`config.mk`:
```
export PLATFORM = sky130hd
export DESIGN_NAME = smeq_top
export DESIGN_NICKNAME = d
export VERILOG_FILES = /design/src/smeq_pkg.sv /design/src/smeq_top.sv /design/src/smeq_errq.sv
export SDC_FILE = /design/constraint.sdc
export NUM_CORES = 1
export LEC_CHECK = 0
export ABC_AREA = 1
export BUFFER_PORTS_ARGS = -buffer_cell sky130_fd_sc_hd__buf_2
export CAP_MARGIN = 40
export CORE_MARGIN = 2
export CORE_UTILIZATION = 55
export CTS_CLUSTER_SIZE = 14
export DETAILED_ROUTE_END_ITERATION = 8
export PLACE_DENSITY_LB_ADDON = 0.15
export SYNTH_ARGS = -nofsm -noshare
export SYNTH_HDL_FRONTEND = slang
export SYNTH_SLANG_ARGS = --single-unit
```
`constraint.sdc`:
```
create_clock -name clk_i -period 6.6 [get_ports clk_i]
set_clock_uncertainty 0.1 [all_clocks]
set_input_delay 1.32 -clock clk_i [delete_from_list [all_inputs] [get_ports clk_i]]
set_output_delay 1.32 -clock clk_i [all_outputs]
set_load 0.02 [all_outputs]
```
`src/smeq_pkg.sv`:
```
// Package with classes, timing constants and carrier types for the status message and error queue.
package smeq_pkg;

   typedef enum logic [2:0]
   {
      SMEQ_NONE     = 3'b000,
      SMEQ_S_STATUS = 3'b001,
      SMEQ_M_STATUS = 3'b010,
      SMEQ_M_WARN   = 3'b011,
      SMEQ_S_ERROR  = 3'b100,
      SMEQ_S_FAIL   = 3'b101
   } smeq_class_t;

   localparam int          SMEQ_ERR_W      = 16;
   localparam int          SMEQ_MSG_W      = 8;
   localparam int          SMEQ_DEPTH      = 16;
   localparam int          SMEQ_PTR_W      = 4;
   localparam int          SMEQ_CNT_W      = 5;
   localparam logic [15:0] SMEQ_OVF_CODE   = 16'hFEA2;
   localparam logic [15:0] SMEQ_EMPTY_CODE = 16'h0000;
   localparam int          SMEQ_CLK_HZ     = 40000000;
   localparam int          SMEQ_HOLD_S     = 3;
   localparam int          SMEQ_HOLD_CYC   = SMEQ_HOLD_S * SMEQ_CLK_HZ;
   localparam int          SMEQ_TMR_W      = 27;

   typedef struct packed
   {
      smeq_class_t             cls;
      logic [SMEQ_MSG_W-1:0]   id;
      logic                    from_bus;
      logic [SMEQ_ERR_W-1:0]   err;
   } smeq_msg_t;

   typedef struct packed
   {
      logic                    valid;
      logic [SMEQ_ERR_W-1:0]   err;
   } smeq_resp_t;

endpackage : smeq_pkg

```
`src/smeq_top.sv`:
```
// Status line arbiter that picks the shown message and feeds the error queue.
`timescale 1ns/10ps
module smeq_top
(
   input  wire logic                            clk_i,       // System clock, 40 MHz.
   input  wire logic                            sys_rst_i,   // Async reset, high.
   input  wire logic                            msg_vld_i,   // New message strobe.
   input  smeq_pkg::smeq_msg_t                  msg_i,       // New message.
   input  wire logic                            restart_i,   // Restart key pulse.
   input  wire logic                            valid_key_i, // Any valid key pulse.
   input  wire logic                            cond_chg_i,  // Status condition changed.
   input  wire logic                            fail_fix_i,  // Failure condition corrected.
   input  wire logic                            rtl_i,       // Remote-to-local pulse.
   input  wire logic                            query_i,     // Error queue query strobe.
   output smeq_pkg::smeq_msg_t                  shown_o,     // Displayed message.
   output smeq_pkg::smeq_resp_t                 resp_o,      // Query answer.
   output logic [smeq_pkg::SMEQ_CNT_W-1:0]      err_cnt_o    // Pending error count.
);
   import smeq_pkg::*;

   smeq_msg_t                  shown_q;
   logic [SMEQ_TMR_W-1:0]      tmr_q;
   logic                       accept;
   logic                       enq;
   logic                       momentary;
   logic                       expire;
   logic                       clr;
   logic [SMEQ_CNT_W-1:0]      cnt_w;

   function automatic logic is_status(input smeq_class_t c);
      return (c == SMEQ_S_STATUS) || (c == SMEQ_M_STATUS);
   endfunction : is_status

   function automatic logic is_moment(input smeq_class_t c);
      return (c == SMEQ_M_STATUS) || (c == SMEQ_M_WARN);
   endfunction : is_moment

   // Classes compare by their code, which rises with priority.
   always_comb
   begin
      accept = 1'b0;
      if (msg_vld_i && msg_i.cls != SMEQ_NONE)
      begin
         if (msg_i.cls > shown_q.cls)
            accept = 1'b1;
         else if (msg_i.cls == shown_q.cls)
            accept = (is_status(msg_i.cls) && is_status(shown_q.cls))
                     || (is_moment(msg_i.cls) && is_moment(shown_q.cls));
      end
   end

   // Lower or refused warnings, errors and failures still log their number.
   assign enq = msg_vld_i && (msg_i.cls >= SMEQ_M_WARN);

   assign momentary = is_moment(shown_q.cls);
   assign expire    = momentary && (tmr_q == SMEQ_TMR_W'(SMEQ_HOLD_CYC - 1));

   always_comb
   begin
      clr = 1'b0;
      unique case (shown_q.cls)
         SMEQ_NONE     : clr = 1'b0;
         SMEQ_S_STATUS : clr = cond_chg_i || restart_i;
         SMEQ_M_STATUS : clr = expire;
         SMEQ_M_WARN   : clr = expire;
         SMEQ_S_ERROR  : clr = valid_key_i || (rtl_i && shown_q.from_bus);
         SMEQ_S_FAIL   : clr = restart_i || fail_fix_i;
         default       : clr = 1'b1;
      endcase
   end

   // A new acceptable message wins over a clear in the same cycle.
   always_ff @(posedge clk_i or posedge sys_rst_i)
   begin
      if (sys_rst_i)
         shown_q <= '0;
      else if (accept)
         shown_q <= msg_i;
      else if (clr)
         shown_q <= '0;
   end

   // The counter is long, so it only runs while a momentary message is shown.
   always_ff @(posedge clk_i or posedge sys_rst_i)
   begin
      if (sys_rst_i)
         tmr_q <= '0;
      else if (accept || !momentary || expire)
         tmr_q <= '0;
      else
         tmr_q <= tmr_q + 27'h0000001;
   end

   smeq_errq u_errq
   (
      .clk_i     (clk_i),
      .sys_rst_i (sys_rst_i),
      .push_i    (enq),
      .err_i     (msg_i.err),
      .pop_i     (query_i),
      .resp_o    (resp_o),
      .count_o   (cnt_w)
   );

   always_ff @(posedge clk_i or posedge sys_rst_i)
   begin
      if (sys_rst_i)
         err_cnt_o <= '0;
      else
         err_cnt_o <= cnt_w;
   end

   assign shown_o = shown_q;

   property p_higher;
      @(posedge clk_i) disable iff (sys_rst_i)
      (msg_vld_i && msg_i.cls > shown_q.cls) |=> (shown_q == $past(msg_i));
   endproperty
   a_higher: assert property (p_higher) else $error("Higher class not shown.");

   property p_same_err;
      @(posedge clk_i) disable iff (sys_rst_i)
      (msg_vld_i && msg_i.cls == SMEQ_S_ERROR && shown_q.cls == SMEQ_S_ERROR && !valid_key_i
       && !(rtl_i && shown_q.from_bus)) |=> $stable(shown_q);
   endproperty
   a_same_err: assert property (p_same_err) else $error("Equal error overwrote.");

   property p_lower;
      @(posedge clk_i) disable iff (sys_rst_i)
      (msg_vld_i && msg_i.cls < shown_q.cls && msg_i.cls != SMEQ_NONE)
      |=> (shown_q == $past(shown_q) || shown_q.cls == SMEQ_NONE);
   endproperty
   a_lower: assert property (p_lower) else $error("Lower class shown.");

   property p_status_noq;
      @(posedge clk_i) disable iff (sys_rst_i)
      (msg_vld_i && is_status(msg_i.cls) && !query_i) |=> (cnt_w == $past(cnt_w));
   endproperty
   a_status_noq: assert property (p_status_noq) else $error("Status class enqueued.");

   property p_fail_hold;
      @(posedge clk_i) disable iff (sys_rst_i)
      (shown_q.cls == SMEQ_S_FAIL && !restart_i && !fail_fix_i && !accept)
      |=> (shown_q.cls == SMEQ_S_FAIL);
   endproperty
   a_fail_hold: assert property (p_fail_hold) else $error("Failure cleared early.");

   property p_expire;
      @(posedge clk_i) disable iff (sys_rst_i)
      (expire && !accept) |=> (shown_q.cls == SMEQ_NONE);
   endproperty
   a_expire: assert property (p_expire) else $error("Momentary not cleared.");

   property p_timer_restart;
      @(posedge clk_i) disable iff (sys_rst_i)
      accept |=> (tmr_q == 27'h0000000);
   endproperty
   a_timer_restart: assert property (p_timer_restart) else $error("Timer not restarted.");

   property p_key_clr;
      @(posedge clk_i) disable iff (sys_rst_i)
      (shown_q.cls == SMEQ_S_ERROR && valid_key_i && !accept) |=> (shown_q.cls == SMEQ_NONE);
   endproperty
   a_key_clr: assert property (p_key_clr) else $error("Key did not clear error.");

endmodule : smeq_top

```
`src/smeq_errq.sv`:
```
// Sixteen-entry error-number queue with overflow marking and empty answer.
`timescale 1ns/10ps
module smeq_errq
(
   input  wire logic                           clk_i,   // System clock.
   input  wire logic                           sys_rst_i, // Async reset, high.
   input  wire logic                           push_i,  // Enqueue one number.
   input  wire logic [smeq_pkg::SMEQ_ERR_W-1:0] err_i,  // Number to enqueue.
   input  wire logic                           pop_i,   // Query strobe.
   output smeq_pkg::smeq_resp_t                resp_o,  // Query answer.
   output logic [smeq_pkg::SMEQ_CNT_W-1:0]     count_o  // Entries held.
);
   import smeq_pkg::*;

   logic [SMEQ_ERR_W-1:0] mem_q [SMEQ_DEPTH];
   logic [SMEQ_PTR_W-1:0] rd_q;
   logic [SMEQ_CNT_W-1:0] cnt_q;
   logic                  empty;
   logic                  full;
   logic                  do_pop;
   logic [SMEQ_PTR_W-1:0] last_idx;
   logic [SMEQ_PTR_W-1:0] wr_idx;

   assign empty    = (cnt_q == '0);
   assign full     = (cnt_q == SMEQ_CNT_W'(SMEQ_DEPTH));
   assign do_pop   = pop_i && !empty;
   // With a pop in the same cycle the write slot still uses the count from before the pop.
   assign wr_idx   = rd_q + cnt_q[SMEQ_PTR_W-1:0];
   assign last_idx = rd_q + SMEQ_PTR_W'(SMEQ_DEPTH - 1);

   always_ff @(posedge clk_i or posedge sys_rst_i)
   begin
      if (sys_rst_i)
         rd_q <= '0;
      else if (do_pop)
         rd_q <= rd_q + 4'h1;
   end

   // A push on a full queue that is also popped this cycle fits, so no overflow then.
   always_ff @(posedge clk_i)
   begin
      if (push_i && full && !do_pop)
         mem_q[last_idx] <= SMEQ_OVF_CODE;
      else if (push_i)
         mem_q[wr_idx] <= err_i;
   end

   always_ff @(posedge clk_i or posedge sys_rst_i)
   begin
      if (sys_rst_i)
         cnt_q <= '0;
      else if (push_i && !do_pop && !full)
         cnt_q <= cnt_q + 5'h01;
      else if (do_pop && !push_i)
         cnt_q <= cnt_q - 5'h01;
   end

   always_ff @(posedge clk_i or posedge sys_rst_i)
   begin
      if (sys_rst_i)
         resp_o <= '0;
      else
      begin
         resp_o.valid <= pop_i;
         resp_o.err   <= empty ? SMEQ_EMPTY_CODE : mem_q[rd_q];
      end
   end

   assign count_o = cnt_q;

   property p_empty_zero;
      @(posedge clk_i) disable iff (sys_rst_i)
      (pop_i && empty) |=> (resp_o.valid && resp_o.err == 16'h0000);
   endproperty
   a_empty_zero: assert property (p_empty_zero) else $error("Empty query not zero.");

   property p_cap;
      @(posedge clk_i) disable iff (sys_rst_i)
      cnt_q <= 5'h10;
   endproperty
   a_cap: assert property (p_cap) else $error("Queue count above sixteen.");

   property p_ovf;
      @(posedge clk_i) disable iff (sys_rst_i)
      (push_i && full && !pop_i) |=> (mem_q[$past(last_idx)] == 16'hFEA2 && full);
   endproperty
   a_ovf: assert property (p_ovf) else $error("Overflow code missing.");

   property p_pop_dec;
      @(posedge clk_i) disable iff (sys_rst_i)
      (pop_i && !empty && !push_i) |=> (cnt_q == $past(cnt_q) - 5'h01);
   endproperty
   a_pop_dec: assert property (p_pop_dec) else $error("Pop did not remove entry.");

endmodule : smeq_errq

```
==> metrics.md <==
| Metric | Value |
|---|---|
| DR WL/cell | 19.5 um |
| Die width | 167 um |
| # rows | 59 |
| Ys flop type | edfxtp_1 |
| CTS buffer count | 36 |
| Register area share after synthesis | 67.2% |
| Register area | 9840 um^2 |
| Max-cap viol count | 0 |
| Req. time, crit path | 6.62 ns |
| Least-Margin Pin Slew | 0.890 ns |
| First-pass GRT wire length | 55.9 mm |
| DR iter-0 viols | 1120 |
| Status | finished clean |
| Multi-input logic area | 4280 um^2 |
| Layout cells sized above 1 | 13.6% |
| Warnings from Yosys | 0 |
| Area grow syn2layout | 13.1% |
| CTS sink cnt | 342 |
| ANT cells | 0 |
| Gpl congestion | 0.912 |
| Pwr/cell area | 446 nW/um^2 |
| Top-count cell post-synth | nand2_1 |
| Synth area leader | edfxtp_1 |
| Chip Height | 167 um |
| # DRC | 0 |
| Final Max Tran Viols | 0 |
| Post-synth net total | 1451 |
| Die area | 27900 um^2 |
| Internal Power | 4.53 mW |
| Critical path endpoint category | flop |
| Min-Delay Path Class | flop to flop |
| Top area cells in the synthesized netlist | edfxtp_1 53%, dfrtp_1 15%, nand2_1 12%, nand3_1 8.6%, nor2_1 2.5% |
| Fmax | 216 MHz |
| Latest clock arrival within the worst-skew pair | 0.50 ns |
| Async S/R FF share, synth | 25.1% |
| Cts hold-fix bufs | 0 |
| Via count | 10200 |
| Total power | 7.38 mW |
| CTS clk-pin slew, worst paths | 0.06 ns |
| Setup TNS | 0 ns |
| Period minus WS final | 4.63 ns |
| Mapped cell area | 14600 um^2 |
| RSZ-0062 raised after global routing | no |
| Fillers | 2067 |
| Sequential cell fraction of total power | 40.0% |
| Routed Antenna Nets | 0 |
| Distinct cells, synth | 35 |
| Clk pwr share | 25.5% |
| Setup violators final | 0 |
| H-tree Lvls | 2 |
| Flops & latches, synth | 342 |
| Boundary pin count | 87 |
| GR Util All Layers | 26.1% |
| Count of TritonRoute iterations in the first routing pass | 7 |
| Post-CTS setup buffers | 0 |
| Crit Path Category | input pin to flop |
| Starting density of the core | 56.2% |
| Psw | 2.84 mW |
| VDD IR max | 277 uV |
| Nets | 1534 |
| Setup WS post-layout | 1.97 ns |
| Vias in the first global route | 9809 |
| Final Hold Viols | 0 |
| CTS tree | done |
| WL final | 36.0 mm |
| Worst R2R Setup Slack | 2.67 ns |
| IO buf count | 86 |
| CTS Root Cell | clkbuf_16 |
| Core area | 26100 um^2 |
| Post-synth EDFFs | 256 |
| Vias per inst | 5.56 |
| Largest net degree at the start of global routing | 69 |
| Cell area after layout | 16500 um^2 |
| Crit path DAT | 4.65 ns |
| Crit path max fanout | 18 |
| Crit share post-route | 70.1% |
| PostCTS Resize Cnt | 0 |
| CP Launch Type | input pin |
| Placed cell areas | 15400 um^2 |
| Gr ovfl total | 0 |
| DP Worst Slack | 1.53 ns |
| Avg Inst Size Synth | 10.4 um^2 |
| Cells after synthesis | 1401 |
| Synth top area share | 52.5% |
| Slew HR | 40.6% |
| LEAKAGE | 6.66 nW |
| Clk buf depth | 3 |
| Initial antenna violation count | 0 |
| Sw Ratio | 38.5% |
| Combinational Power Share | 34.5% |
| Post-synth top cells | 484 x nand2_1, 256 x edfxtp_1, 252 x nand3_1, 97 x nor2_1, 86 x dfrtp_1 |
| DP Wirelength | 22.8 mm |
## routing by layer
metal,wire length (um),GRT usage [%]
met1,15600,37.9
met2,17200,42.3
met3,2320,3.07
met4,861,7.23
met5,0,0
## cells by family after synthesis
kind of cell	after synthesis	synth area share [%]
buffers and inverters	127	3.79
DFF	342	67.2
adders and majority gates	13	1.21
xor gates and xnor gates	22	1.32
and+or+nand+nor	872	25.4
AOI/OAI and AO/OA	25	1.00
## flip-flops by register name (all words and copies together) (netlist names)
signal,cells
u_errq.count_o,5
shown_o,28
u_errq.rd_q,4
u_errq.resp_o,17
err_cnt_o,5
tmr_q,27
u_errq.mem_q,256
## final timing paths
check | cells past startpoint | from | end
max reg2reg | 11 | u_errq.count_o[0] | u_errq.mem_q[7][1]
max in group asynchronous | 4 | sys_rst_i | tmr_q[3]
min reg2reg | 0 | u_errq.count_o[2] | err_cnt_o[2]
min | 0 | u_errq.count_o[2] | err_cnt_o[2]
max | 12 | msg_i[26] | u_errq.mem_q[7][1]
min in group asynchronous | 2 | sys_rst_i | err_cnt_o[0]
## through the flow
step / instances / hold WS [ns] / utilization, %
final: 1843 / 0.356 / 63.5
after floorplan: 1401 / 0.300 / -
after global placement: 1770 / 0.328 / 58.7
after global routing: 1843 / 0.370 / 63.5
after CTS: 1842 / 0.356 / 63.4
after detailed placement: 1780 / 0.333 / 59.3
## worst max-delay path: stages
cell and delay (ns):
buf_2 0.14, nand2_1 0.07, a21boi_2 0.44, nand2_1 0.50
inv_1 0.21, nand2_1 0.08, ha_1 0.20, inv_1 0.08
fa_1 0.46, inv_1 0.10, nand3_1 0.26, nor2_2 0.77
## area by class of cell
type                       count  share of cell area (%)
clock buffer                  49                    5.99
clock inverter                13                   0.597
inverter                      65                    1.49
multi-input combinational    932                    25.9
sequential                   342                    59.5
tap                          335                    2.53
timing repair buffer         107                    4.05
## power groups by stage
stage	logic (mW)	registers, mW	clock network (mW)
floorplan	1.62	3.04	0
global placement	2.45	2.98	0
detailed placement	2.53	2.99	0
CTS	2.54	2.94	1.90
global route	2.81	2.98	1.99
finish	2.55	2.95	1.88
## cells in the final DEF (no fill, tap or decap), types with 5 or more instances in the layout
| cell | instances |
|---|---|
| nand2_1 | 484 |
| edfxtp_1 | 256 |
| nand3_1 | 252 |
| buf_2 | 86 |
| dfrtp_1 | 84 |
| nor2_1 | 81 |
| inv_1 | 58 |
| clkbuf_16 | 37 |
| a21oi_1 | 19 |
| nor2_2 | 18 |
| xor2_1 | 16 |
| buf_4 | 12 |
| ha_1 | 11 |
| clkbuf_1 | 10 |
| or2_2 | 8 |
| nor3_1 | 7 |
| xnor2_1 | 6 |
| nand2_2 | 6 |
| buf_8 | 6 |
| clkinv_2 | 5 |
| clkinv_1 | 5 |
(Power assumes the default switching activity.)
